==> src/seq_pkg.sv <==
package seq_pkg;

	localparam int NUM_CH = 6;
	localparam int WORD_W = 10;
	localparam int LEVEL_W = 11;
	localparam logic [2:0] FIRST_STEP = 3'h0;
	localparam logic [2:0] LAST_STEP = 3'h5;
	localparam logic [2:0] LAST_CH = 3'h5;
	localparam logic [WORD_W-1:0] CODE_MAX = 10'h3ff;
	localparam logic [WORD_W-1:0] CODE_RST = 10'h000;

	localparam logic [7:0] ADDR_CONTROL = 8'h00;
	localparam logic [7:0] ADDR_STATUS = 8'h04;
	localparam logic [7:0] ADDR_OUT_BASE = 8'h08;
	localparam logic [7:0] ADDR_STRIDE = 8'h04;

	localparam int CTRL_ENABLE_BIT = 0;
	localparam int CTRL_SOFT_LOW_POWER_HOLD_BIT = 1;
	localparam logic [1:0] CTRL_RST = 2'h1;

	localparam int ST_PEND_BIT = 0;
	localparam int ST_LOAD_BIT = 1;
	localparam int ST_STEP_LSB = 2;
	localparam int ST_POL_BIT = 5;
	localparam int ST_LOW_POWER_HOLD_BIT = 6;
	localparam int ST_START_BIT = 7;

	localparam logic [1:0] HTRANS_NONSEQ = 2'h2;
	localparam logic HRESP_OKAY = 1'b0;
	localparam logic [31:0] RDATA_ZERO = 32'h0000_0000;

	typedef enum logic [1:0] {
		SEQ_IDLE = 2'b01,
		SEQ_LOAD = 2'b10
	} seq_state_t;

	typedef struct packed {
		logic [WORD_W-1:0] word;
		logic start;
		logic edge_sel;
		logic dir;
		logic output_transfer;
		logic pol;
		logic low_power_hold;
		logic pclk;
	} pin_in_t;

	typedef struct packed {
		logic valid;
		logic write;
		logic [7:0] addr;
	} ahb_phase_t;

endpackage

==> src/level_mapper.sv <==
`timescale 1ns/1ps
// Maps a code to a signed offset from the midpoint.
module level_mapper
	import seq_pkg::*;
(
	input wire logic [WORD_W-1:0] code,
	input wire logic polarity_select,
	output logic signed [LEVEL_W-1:0] level
);

	logic [WORD_W-1:0] deviation;

	always_comb begin
		deviation = CODE_MAX - code;
		if (polarity_select) begin
			level = $signed({1'b0, deviation});
		end else begin
			level = $signed(LEVEL_W'(0) - {1'b0, deviation});
		end
	end

endmodule

==> src/column_load_sequencer.sv <==
// Our own choices: the register addresses and the AHB-Lite interface to the registers.
`timescale 1ns/1ps
// Notes on behaviour
// - A valid start begins a six-edge load of six words into the holding stages.
// - Loading starts on an active edge when start was high the edge before.
// - Edge select high loads on rising pin clock edges, low on falling ones.
// - Direction high fills channel 0 up to 5, low fills 5 down to 0.
// - Transfer high at a rising edge moves all held words out at next fall.
// - Every channel loads from one shared 10-bit bus and feeds its own converter.
// - Polarity high: level is upper limit minus code; low: lower limit plus code.
// - Code 0 gives full-scale deviation, code 1023 gives the midpoint.
// - Standby clears all stored words and state; operation resumes when it drops.
// - Bus bit 9 is the most significant bit of each word.
module column_load_sequencer
	import seq_pkg::*;
(
	input wire logic CLOCK,
	input wire logic RST_N,
	input wire logic PANEL_CLK,
	input wire logic [WORD_W-1:0] INPUT_WORD_BUS,
	input wire logic SEQUENCE_START,
	input wire logic EDGE_SELECT,
	input wire logic LOAD_DIRECTION,
	input wire logic OUTPUT_TRANSFER,
	input wire logic POLARITY_SELECT,
	input wire logic LOW_POWER_HOLD,
	input wire logic HSEL,
	input wire logic [31:0] HADDR,
	input wire logic [1:0] HTRANS,
	input wire logic HWRITE,
	input wire logic [2:0] HSIZE,
	input wire logic [31:0] HWDATA,
	input wire logic HREADY,
	output logic [31:0] HRDATA,
	output logic HREADYOUT,
	output logic HRESP,
	output logic [NUM_CH-1:0][WORD_W-1:0] COLUMN_CODE,
	output logic [NUM_CH-1:0][LEVEL_W-1:0] COLUMN_LEVEL
);

	pin_in_t pins_in;
	pin_in_t pin_meta_r;
	pin_in_t pin_sync_r;
	logic pclk_d_r;
	logic pclk_rise;
	logic pclk_fall;
	logic active_edge;
	logic low_power_hold_eff;
	logic start_seen_r;
	seq_state_t state_r;
	seq_state_t state_nxt;
	logic [2:0] step_r;
	logic [2:0] step_nxt;
	logic begin_seq;
	logic capture;
	logic [2:0] cap_step;
	logic [2:0] cap_chan;
	logic xfr_pend_r;
	logic [NUM_CH-1:0][WORD_W-1:0] hold_r;
	logic [NUM_CH-1:0][WORD_W-1:0] out_code_r;
	logic [NUM_CH-1:0][LEVEL_W-1:0] level_r;
	logic [NUM_CH-1:0][LEVEL_W-1:0] level_map;
	logic [1:0] ctrl_r;
	ahb_phase_t dphase_r;
	logic [31:0] rdata_nxt;

	assign pins_in = '{word: INPUT_WORD_BUS, start: SEQUENCE_START, edge_sel: EDGE_SELECT,
		dir: LOAD_DIRECTION, output_transfer: OUTPUT_TRANSFER, pol: POLARITY_SELECT,
		low_power_hold: LOW_POWER_HOLD, pclk: PANEL_CLK};

	// Two-stage synchroniser for every pin, panel clock included.
	always_ff @(posedge CLOCK or negedge RST_N) begin
		if (!RST_N) begin
			pin_meta_r <= '0;
			pin_sync_r <= '0;
		end else begin
			pin_meta_r <= pins_in;
			pin_sync_r <= pin_meta_r;
		end
	end

	always_ff @(posedge CLOCK or negedge RST_N) begin
		if (!RST_N) begin
			pclk_d_r <= 1'b0;
		end else begin
			pclk_d_r <= pin_sync_r.pclk;
		end
	end

	assign pclk_rise = pin_sync_r.pclk & ~pclk_d_r;
	assign pclk_fall = ~pin_sync_r.pclk & pclk_d_r;
	assign active_edge = pin_sync_r.edge_sel ? pclk_rise : pclk_fall;
	assign low_power_hold_eff = pin_sync_r.low_power_hold | ctrl_r[CTRL_SOFT_LOW_POWER_HOLD_BIT];

	// Start is remembered from one active edge to the next.
	always_ff @(posedge CLOCK or negedge RST_N) begin
		if (!RST_N) begin
			start_seen_r <= 1'b0;
		end else if (low_power_hold_eff) begin
			start_seen_r <= 1'b0;
		end else if (active_edge) begin
			start_seen_r <= pin_sync_r.start;
		end
	end

	assign begin_seq = active_edge && start_seen_r && ctrl_r[CTRL_ENABLE_BIT];
	assign capture = active_edge && (begin_seq || state_r == SEQ_LOAD);
	assign cap_step = begin_seq ? FIRST_STEP : step_r;
	assign cap_chan = pin_sync_r.dir ? cap_step : LAST_CH - cap_step;

	always_comb begin
		state_nxt = state_r;
		step_nxt = step_r;
		case (state_r)
			SEQ_IDLE: begin
				if (begin_seq) begin
					state_nxt = SEQ_LOAD;
					step_nxt = FIRST_STEP + 3'h1;
				end
			end
			SEQ_LOAD: begin
				if (begin_seq) begin
					step_nxt = FIRST_STEP + 3'h1;
				end else if (active_edge && step_r == LAST_STEP) begin
					state_nxt = SEQ_IDLE;
					step_nxt = FIRST_STEP;
				end else if (active_edge) begin
					step_nxt = step_r + 3'h1;
				end
			end
			default: begin
				state_nxt = SEQ_IDLE;
				step_nxt = FIRST_STEP;
			end
		endcase
	end

	always_ff @(posedge CLOCK or negedge RST_N) begin
		if (!RST_N) begin
			state_r <= SEQ_IDLE;
			step_r <= FIRST_STEP;
		end else if (low_power_hold_eff) begin
			state_r <= SEQ_IDLE;
			step_r <= FIRST_STEP;
		end else begin
			state_r <= state_nxt;
			step_r <= step_nxt;
		end
	end

	// Transfer request is caught on a rising edge and served on the next falling one.
	always_ff @(posedge CLOCK or negedge RST_N) begin
		if (!RST_N) begin
			xfr_pend_r <= 1'b0;
		end else if (low_power_hold_eff) begin
			xfr_pend_r <= 1'b0;
		end else if (pclk_rise && pin_sync_r.output_transfer) begin
			xfr_pend_r <= 1'b1;
		end else if (pclk_fall) begin
			xfr_pend_r <= 1'b0;
		end
	end

	genvar ch;
	generate
		for (ch = 0; ch < NUM_CH; ch++) begin : g_chan
			always_ff @(posedge CLOCK or negedge RST_N) begin
				if (!RST_N) begin
					hold_r[ch] <= CODE_RST;
				end else if (low_power_hold_eff) begin
					hold_r[ch] <= CODE_RST;
				end else if (capture && cap_chan == 3'(ch)) begin
					hold_r[ch] <= pin_sync_r.word;
				end
			end

			always_ff @(posedge CLOCK or negedge RST_N) begin
				if (!RST_N) begin
					out_code_r[ch] <= CODE_RST;
				end else if (low_power_hold_eff) begin
					out_code_r[ch] <= CODE_RST;
				end else if (pclk_fall && xfr_pend_r) begin
					out_code_r[ch] <= hold_r[ch];
				end
			end

			level_mapper u_map (
				.code(out_code_r[ch]),
				.polarity_select(pin_sync_r.pol),
				.level(level_map[ch])
			);

			always_ff @(posedge CLOCK or negedge RST_N) begin
				if (!RST_N) begin
					level_r[ch] <= LEVEL_W'(0);
				end else begin
					level_r[ch] <= level_map[ch];
				end
			end
		end
	endgenerate

	assign COLUMN_CODE = out_code_r;
	assign COLUMN_LEVEL = level_r;

	// AHB-Lite slave with zero wait states.
	always_ff @(posedge CLOCK or negedge RST_N) begin
		if (!RST_N) begin
			dphase_r <= '0;
		end else if (HREADY) begin
			dphase_r.valid <= HSEL && HTRANS == HTRANS_NONSEQ;
			dphase_r.write <= HWRITE;
			dphase_r.addr <= HADDR[7:0];
		end
	end

	always_ff @(posedge CLOCK or negedge RST_N) begin
		if (!RST_N) begin
			ctrl_r <= CTRL_RST;
		end else if (dphase_r.valid && dphase_r.write && dphase_r.addr == ADDR_CONTROL) begin
			ctrl_r <= HWDATA[1:0];
		end
	end

	always_comb begin
		rdata_nxt = RDATA_ZERO;
		if (HADDR[7:0] == ADDR_CONTROL) begin
			rdata_nxt[1:0] = ctrl_r;
		end else if (HADDR[7:0] == ADDR_STATUS) begin
			rdata_nxt[ST_PEND_BIT] = xfr_pend_r;
			rdata_nxt[ST_LOAD_BIT] = state_r == SEQ_LOAD;
			rdata_nxt[ST_STEP_LSB +: 3] = step_r;
			rdata_nxt[ST_POL_BIT] = pin_sync_r.pol;
			rdata_nxt[ST_LOW_POWER_HOLD_BIT] = low_power_hold_eff;
			rdata_nxt[ST_START_BIT] = start_seen_r;
		end
		for (int i = 0; i < NUM_CH; i++) begin
			if (HADDR[7:0] == ADDR_OUT_BASE + 8'(i) * ADDR_STRIDE) begin
				rdata_nxt[WORD_W-1:0] = out_code_r[i];
			end
		end
	end

	always_ff @(posedge CLOCK or negedge RST_N) begin
		if (!RST_N) begin
			HRDATA <= RDATA_ZERO;
		end else if (HREADY && HSEL && HTRANS == HTRANS_NONSEQ && !HWRITE) begin
			HRDATA <= rdata_nxt;
		end
	end

	always_ff @(posedge CLOCK or negedge RST_N) begin
		if (!RST_N) begin
			HREADYOUT <= 1'b0;
			HRESP <= HRESP_OKAY;
		end else begin
			HREADYOUT <= 1'b1;
			HRESP <= HRESP_OKAY;
		end
	end
endmodule

==> config.mk <==
export PLATFORM = sky130hd
export DESIGN_NAME = column_load_sequencer
export DESIGN_NICKNAME = d
export VERILOG_FILES = /design/src/seq_pkg.sv /design/src/level_mapper.sv /design/src/column_load_sequencer.sv
export SDC_FILE = /design/constraint.sdc
export NUM_CORES = 1
export LEC_CHECK = 0
export BUFFER_PORTS_ARGS = -buffer_cell sky130_fd_sc_hd__buf_4
export CORE_MARGIN = 2
export CORE_UTILIZATION = 45
export DETAILED_ROUTE_END_ITERATION = 8
export MAX_ROUTING_LAYER = met4
export PLACE_DENSITY = 0.69
export SLEW_MARGIN = 25
export SYNTH_ARGS = -nofsm -noshare
export SYNTH_HDL_FRONTEND = slang
export SYNTH_SLANG_ARGS = --single-unit
export TNS_END_PERCENT = 100
==> constraint.sdc <==
create_clock -name CLOCK -period 2.5 [get_ports CLOCK]
set_input_delay 0 -clock CLOCK [delete_from_list [all_inputs] [get_ports CLOCK]]
set_output_delay 0 -clock CLOCK [all_outputs]
set_load 0.05 [all_outputs]
Word level (Yosys, flattened, before mapping)
Cells that the tools add are included.
Word-level totals
  register bits after elaboration: 251
  bits in latches: 0
  bits in writable memories: 0
  ROM bits: 0
  input bits: 91
  output and inout port bits: 160
  word-level logic and storage cells: 176
  memories kept: 0
Operators by class
  add/subtract/negate cells: 14
  multipliers: 0
  div/mod/pow operators: 0
  magnitude comparators: 0
  eq/ne operators: 20
  shift-type cells: 0
  muxes and demuxes: 58
  bitwise operators: 5
  reduce and logical (&&, ||, !) cells: 34
Operators by type and width (number)
  10-bit 2-to-1 mux: 30
  11-bit 2-to-1 mux: 6
  1-bit by 10-bit subtractor with 11-bit output, first input constant: 6
  10-bit subtractor, first input constant: 6
  8-bit by 5-bit == test with 1-bit output, second input constant: 4
  3-bit 2-to-1 mux: 7
  1-bit logical AND: 18
  8-bit by 4-bit == test with 1-bit output, second input constant: 2
  8-bit zero test: 2
  2-bit nonzero test: 8
  2-bit 2-to-1 mux: 5
  3-bit == test, second input constant: 3
  3-bit != test, second input constant: 3
  8-bit by 3-bit == test with 1-bit output, second input constant: 1
  8-bit 2-to-1 mux: 1
  3-bit by 2-bit == test with 1-bit output, second input constant: 2
  1-bit 2-to-1 mux: 6
  6-bit 2-to-1 mux: 1
  3-bit case mux with 2 select lines: 1
  5-bit != test, second input constant: 1
  2-bit == test, second input constant: 2
  2-bit case mux with 2 select lines: 1
  3-bit by 1-bit adder with 3-bit output, second input constant: 1
  3-bit by 1-bit == test with 1-bit output, second input constant: 1
  other kinds (11): 13

Depth between registers and ports, before layout
  word-level depth: 12
  mapped depth: 8
  depth with buffers taken out: 6

By module
A second synthesis with hierarchy kept.
Unflattened totals
  cells, all modules: 1057
  area total of the unflattened synthesis: 10923.0 sq um
Modules (own cells, without submodules)
  column_load_sequencer: times used 1, cells an instance 889, area an instance 9684.3 sq um
  level_mapper: times used 6, cells an instance 28, area an instance 206.4 sq um

Worst setup path before layout
Ideal clock, no wire load.
  path kind: reg-to-reg
  start point: reg state_r[0]
  end point: reg hold_r[9] in the netlist's numbering
  setup time: 0.079 ns
  data arrival time: 1.786 ns
  path slack: 0.634 ns
  cell stages (with the launch flop): 9
  path buffers: 2
  path through: dfstp_2 -> inv_1 -> ha_1 -> buf_4 -> nor2b_1 -> or4b_1 -> a21oi_2 -> buf_6 -> mux2i_1
On the way
  longest elaborated chain between the ends: 5
RTL lines
  start: declaration: RTL line column_load_sequencer.sv:50  | seq_state_t state_r;
  start signal: assignment: RTL line column_load_sequencer.sv:146  | state_r <= state_nxt;
  2-bit == test: RTL line column_load_sequencer.sv:107  | assign capture = active_edge && (begin_seq || state_r == SEQ_LOAD);
  1-bit logical OR: RTL line column_load_sequencer.sv:107
  1-bit logical AND: RTL line column_load_sequencer.sv:107
  1-bit logical AND: RTL line column_load_sequencer.sv:172  | end else if (capture && cap_chan == 3'(ch)) begin
  2-bit nonzero test (no line)
  end signal: indexed assignment: RTL line column_load_sequencer.sv:173  | hold_r[ch] <= pin_sync_r.word;
  end: declaration: RTL line column_load_sequencer.sv:59  | logic [NUM_CH-1:0][WORD_W-1:0] hold_r;
No other way between the ends.
A chain may end at the register's enable or synchronous reset.

Worst setup path after layout
  start point: reg state_r[0]
  end point: reg hold_r[4] in the netlist's numbering
Same word-level chain as after synthesis.

==> summary.txt <==
Run status
  • Outcome: completed

GRT
  • Antenna violations before repair: 0
  • GRT overflow: 0
  • Vias in the first global route: about 8000
  • Global-route wire length before repair: 46100 microns
  • Pin count of the biggest net entering global routing: between 60 and 70
  • Total track usage: 23.3%

Synthesis
  • Yosys top cell area share: 57.1%
  • Number of synthesis warnings: 0
  • Mapped Cells: ~1000
  • Top cell type by total area after synthesis: dfrtp_1
  • Post-synth EDFFs: 0
  • Share of synthesized registers carrying an async set or reset: 100%
  • Top area cells in the synthesized netlist: dfrtp_1 (57%), nand2_1 (7.6%), mux2i_1 (5.1%)
  • Number of distinct library cells after synthesis: 62
  • Most used flip-flop cell after synthesis: dfrtp_1
  • #FFs+latches synth: 251
  • Post-Syn Area: 10900 sq um
  • Mapped Avg Cell Area: 10.5 sq um
  • Register area share after synthesis: 57.5%

Critical path
  • R2R setup slack: 360 ps
  • WS Path Type: reg -> reg
  • Reg2reg start: state_r[0]$_DFFE_PN1P_
  • R2r endpoint: hold_r[4]$_DFFE_PN0P_
  • CP startpoint kind: flop
  • CP Max Fanout: 10
  • Worst reg2reg path depth: 7
  • Worst Path Arrival: 2610 ps
  • Crit path required time: 2970 ps
  • Crit-path max cell delay: 470 ps
  • Beginning of the critical path: state_r[0]$_DFFE_PN1P_
  • Crit-path cells: inv_1 > ha_1 > nor2b_1 > or4b_1 > a21oi_2 > buf_4 > mux2i_1
  • Worst Setup End Kind: flop
  • Critical path's slowest cell: or4b_1

Power
  • Switching share of power: 25.3%
  • Worst VDD drop: around 0.00047 V
  • Sequential power share: a little under half
  • Combinational power share: under 10%
  • Clock group share of total power: between 40% and 50%
  • Pwr Density: ~670 nW/um^2
  • Leakage Power: 6.14 nW
  • Int Power: 6.86 mW
  • Switching pwr: roughly 2.3 mW

STA
  • Post-route setup TNS: 0 ps
  • Slew HR: between 40% and 50%
  • Max Clk Rate: 468 MHz
  • Clock Skew: 28.7 ps
  • Minimum clock period: approximately 2100 ps
  • Max-slew violations: 0
  • RSZ-0062 raised after global routing: no
  • Setup violations, final: 0
  • Final worst-path cycle share: 85.5%
  • Slew at the pin closest to its max-slew limit: 754 ps
  • Final Hold Vio Count: 0

Floorplan
  • Die ar.: 25500 sq um
  • Starting Density: 45.3%
  • Die span in x: between 150 and 200 microns
  • Row Count: 57
  • DIE HEIGHT: between 150 and 200 microns
  • Core area: about 24000 sq um
  • Io pins: about 250

Final layout
  • Layout cells sized above 1: 21.1%
  • Fin nets: 1338
  • P&R area growth vs syn: 25.7%
  • Final cell count without fillers: approximately 1600
  • Final core occ: 57.0%
  • Ant diodes: 0

CTS
  • Root buf cell: clkbuf_16
  • TritonCTS Buffers: 27
  • H-Tree Depth: 1
  • Clk slew on worst S/H paths: 60 ps
  • Bufs on Longest Clock Path: 3
  • Clock sinks: about 250
  • TritonCTS clock tree: built
  • Clock Latency Late Sink: approximately 560 ps
  • Hold buffers post-CTS: 37
  • Post-CTS Setup Inserts: 0
  • CTS resizes: 0

Routing
  • Routed len/inst: 18.4 microns
  • Via density: roughly 5.3
  • Wirelength, routed: 29000 microns
  • Starting DRT DRC Count: 618
  • Antenna-violating nets left: 0
  • Post-route DRC violation count: 0
  • First drt pass iteration count: 4
  • Vias: 8356

Placement
  • Port bufs: 170
  • Placed Cells: roughly 1500
  • Routability Congestion: 0.899
  • DP HPWL: approximately 20000 microns

Hold path
  • Hold EP: HRDATA[0]$_DFFE_PN0P_
  • Critical hold path startpoint: HTRANS[0]
  • Worst min-delay path class: in -> reg
  • Hold Crit Depth: 4

Flow run
  • Maxcap violations: 0
flip-flops by register name, summed over array words and instances (netlist names):
register      count
COLUMN_CODE      60
COLUMN_LEVEL     66
HRDATA           10
HREADYOUT         1
ctrl_r            2
dphase_r         10
hold_r           60
pclk_d_r          1
pin_meta_r       17
pin_sync_r       17
start_seen_r      1
state_r           2
step_r            3
xfr_pend_r        1
Yosys cell counts (5+ instances only):
cell,n
nand3_1,30
ha_1,10
a41oi_1,7
nor2_1,49
a21oi_1,78
mux2_2,17
inv_1,19
o21ai_0,14
buf_2,10
buf_4,28
nand2_1,220
and3_1,9
a31oi_1,29
clkbuf_1,44
nor2b_1,5
dfrtp_1,249
o21ai_1,21
nand4_1,7
xnor2_1,48
nor3b_1,5
nor3_1,5
mux2i_1,56
through the flow:
| step | area [sq um] | hold WS [ps] | setup WS (ps) | power [mW] |
|---|---|---|---|---|
| 3_5_place_dp | 12400 | -25.2 | 374 | 5.15 |
| 2_1_floorplan | 11000 | -296 | 634 | 4.85 |
| 5_1_grt | 13700 | 30.0 | 175 | 9.48 |
| 3_3_place_gp | 12400 | -27.1 | 412 | 5.14 |
| 4_1_cts | 13700 | 3.25 | 364 | 9.25 |
| 6_report | 13700 | 14.3 | 364 | 9.18 |
worst max-delay path: cells and delay by family (launching register included):
family | cells | cell delay (ps)
muxes | 1 | 210
buffers and inverters | 2 | 280
adders and majority gates | 1 | 340
AOI/OAI and AO/OA | 1 | 140
and+or+nand+nor | 2 | 720
DFF | 1 | 380
area by class of cell:
cell class	count	area (sq um)
Clock buffer	38	747
Clock inverter	12	164
Fill cell	2084	10400
Inverter	19	71.3
Multi-Input combinational cell	708	4210
Sequential cell	251	6280
Tap cell	324	405
Timing Repair Buffer	230	1850
layer usage:
| layer | vias to the layer above | wire length (microns) | global-route usage [%] |
|---|---|---|---|
| met5 | - | 0 | - |
| met4 | 0 | 1020 | 7.94 |
| met3 | 70 | 1910 | 4.29 |
| met2 | 326 | 13300 | 35.4 |
| met1 | 4049 | 12800 | 31.8 |
| li1 | 3911 | - | - |
logic make-up (layout without fill, tap and decap cells):
kind of cell	after synthesis	count (layout)	synth area share, %
buffers and inverters	106	299	4.86
xor gates and xnor gates	50	50	4.01
DFF	251	251	57.5
other	2	24	0.0688
adders and majority gates	10	10	1.15
and+or+nand+nor	360	360	14.4
muxes	75	75	7.09
AOI/OAI and AO/OA	189	189	10.9
power by group through the flow:
stage	Sequential, mW	Clock [mW]	Combinational (mW)
floorplan	4.51	0	0.340
global placement	4.30	0	0.834
detailed placement	4.31	0	0.839
CTS	4.23	4.12	0.894
global route	4.24	4.29	0.951
finish	4.23	4.06	0.892
worst max path at each step:
| stage | cells after the start | slack (ps) | to |
|---|---|---|---|
| 6_report | 7 | 360 | hold_r[4]$_DFFE_PN0P_ |
| 5_1_grt | 7 | 170 | hold_r[1]$_DFFE_PN0P_ |
| 4_1_cts | 7 | 360 | hold_r[4]$_DFFE_PN0P_ |
| 3_5_place_dp | 7 | 370 | hold_r[4]$_DFFE_PN0P_ |
| 3_3_place_gp | 7 | 410 | hold_r[0]$_DFFE_PN0P_ |
| 2_1_floorplan | 8 | 630 | hold_r[9]$_DFFE_PN0P_ |
cell usage in the layout, fill, tap and decap left out, types with 4 or more instances in the layout:
cell type | Yosys | final
nor3_1 | 5 | 5
nand2_1 | 220 | 220
nor2_1 | 49 | 48
clkbuf_16 | 0 | 27
nand4_1 | 7 | 7
buf_4 | 28 | 190
clkbuf_1 | 44 | 8
clkinvlp_4 | 0 | 4
dlygate4sd3_1 | 0 | 37
xnor2_1 | 48 | 48
nand3_1 | 30 | 30
mux2_2 | 17 | 17
inv_1 | 19 | 19
a31oi_1 | 29 | 29
and3_1 | 9 | 9
o2111ai_1 | 4 | 4
nor2b_1 | 5 | 5
o41ai_1 | 4 | 4
conb_1 | 2 | 24
mux2i_1 | 56 | 56
o211ai_1 | 4 | 4
a41oi_1 | 7 | 7
a21oi_1 | 78 | 78
o21ai_0 | 14 | 14
nor3b_1 | 5 | 5
nand3b_1 | 4 | 4
o21ai_1 | 21 | 21
nand2b_1 | 4 | 4
ha_1 | 10 | 10
and2_1 | 4 | 4
dfrtp_1 | 249 | 248
Note: power is estimated with default switching activity, not from simulation.
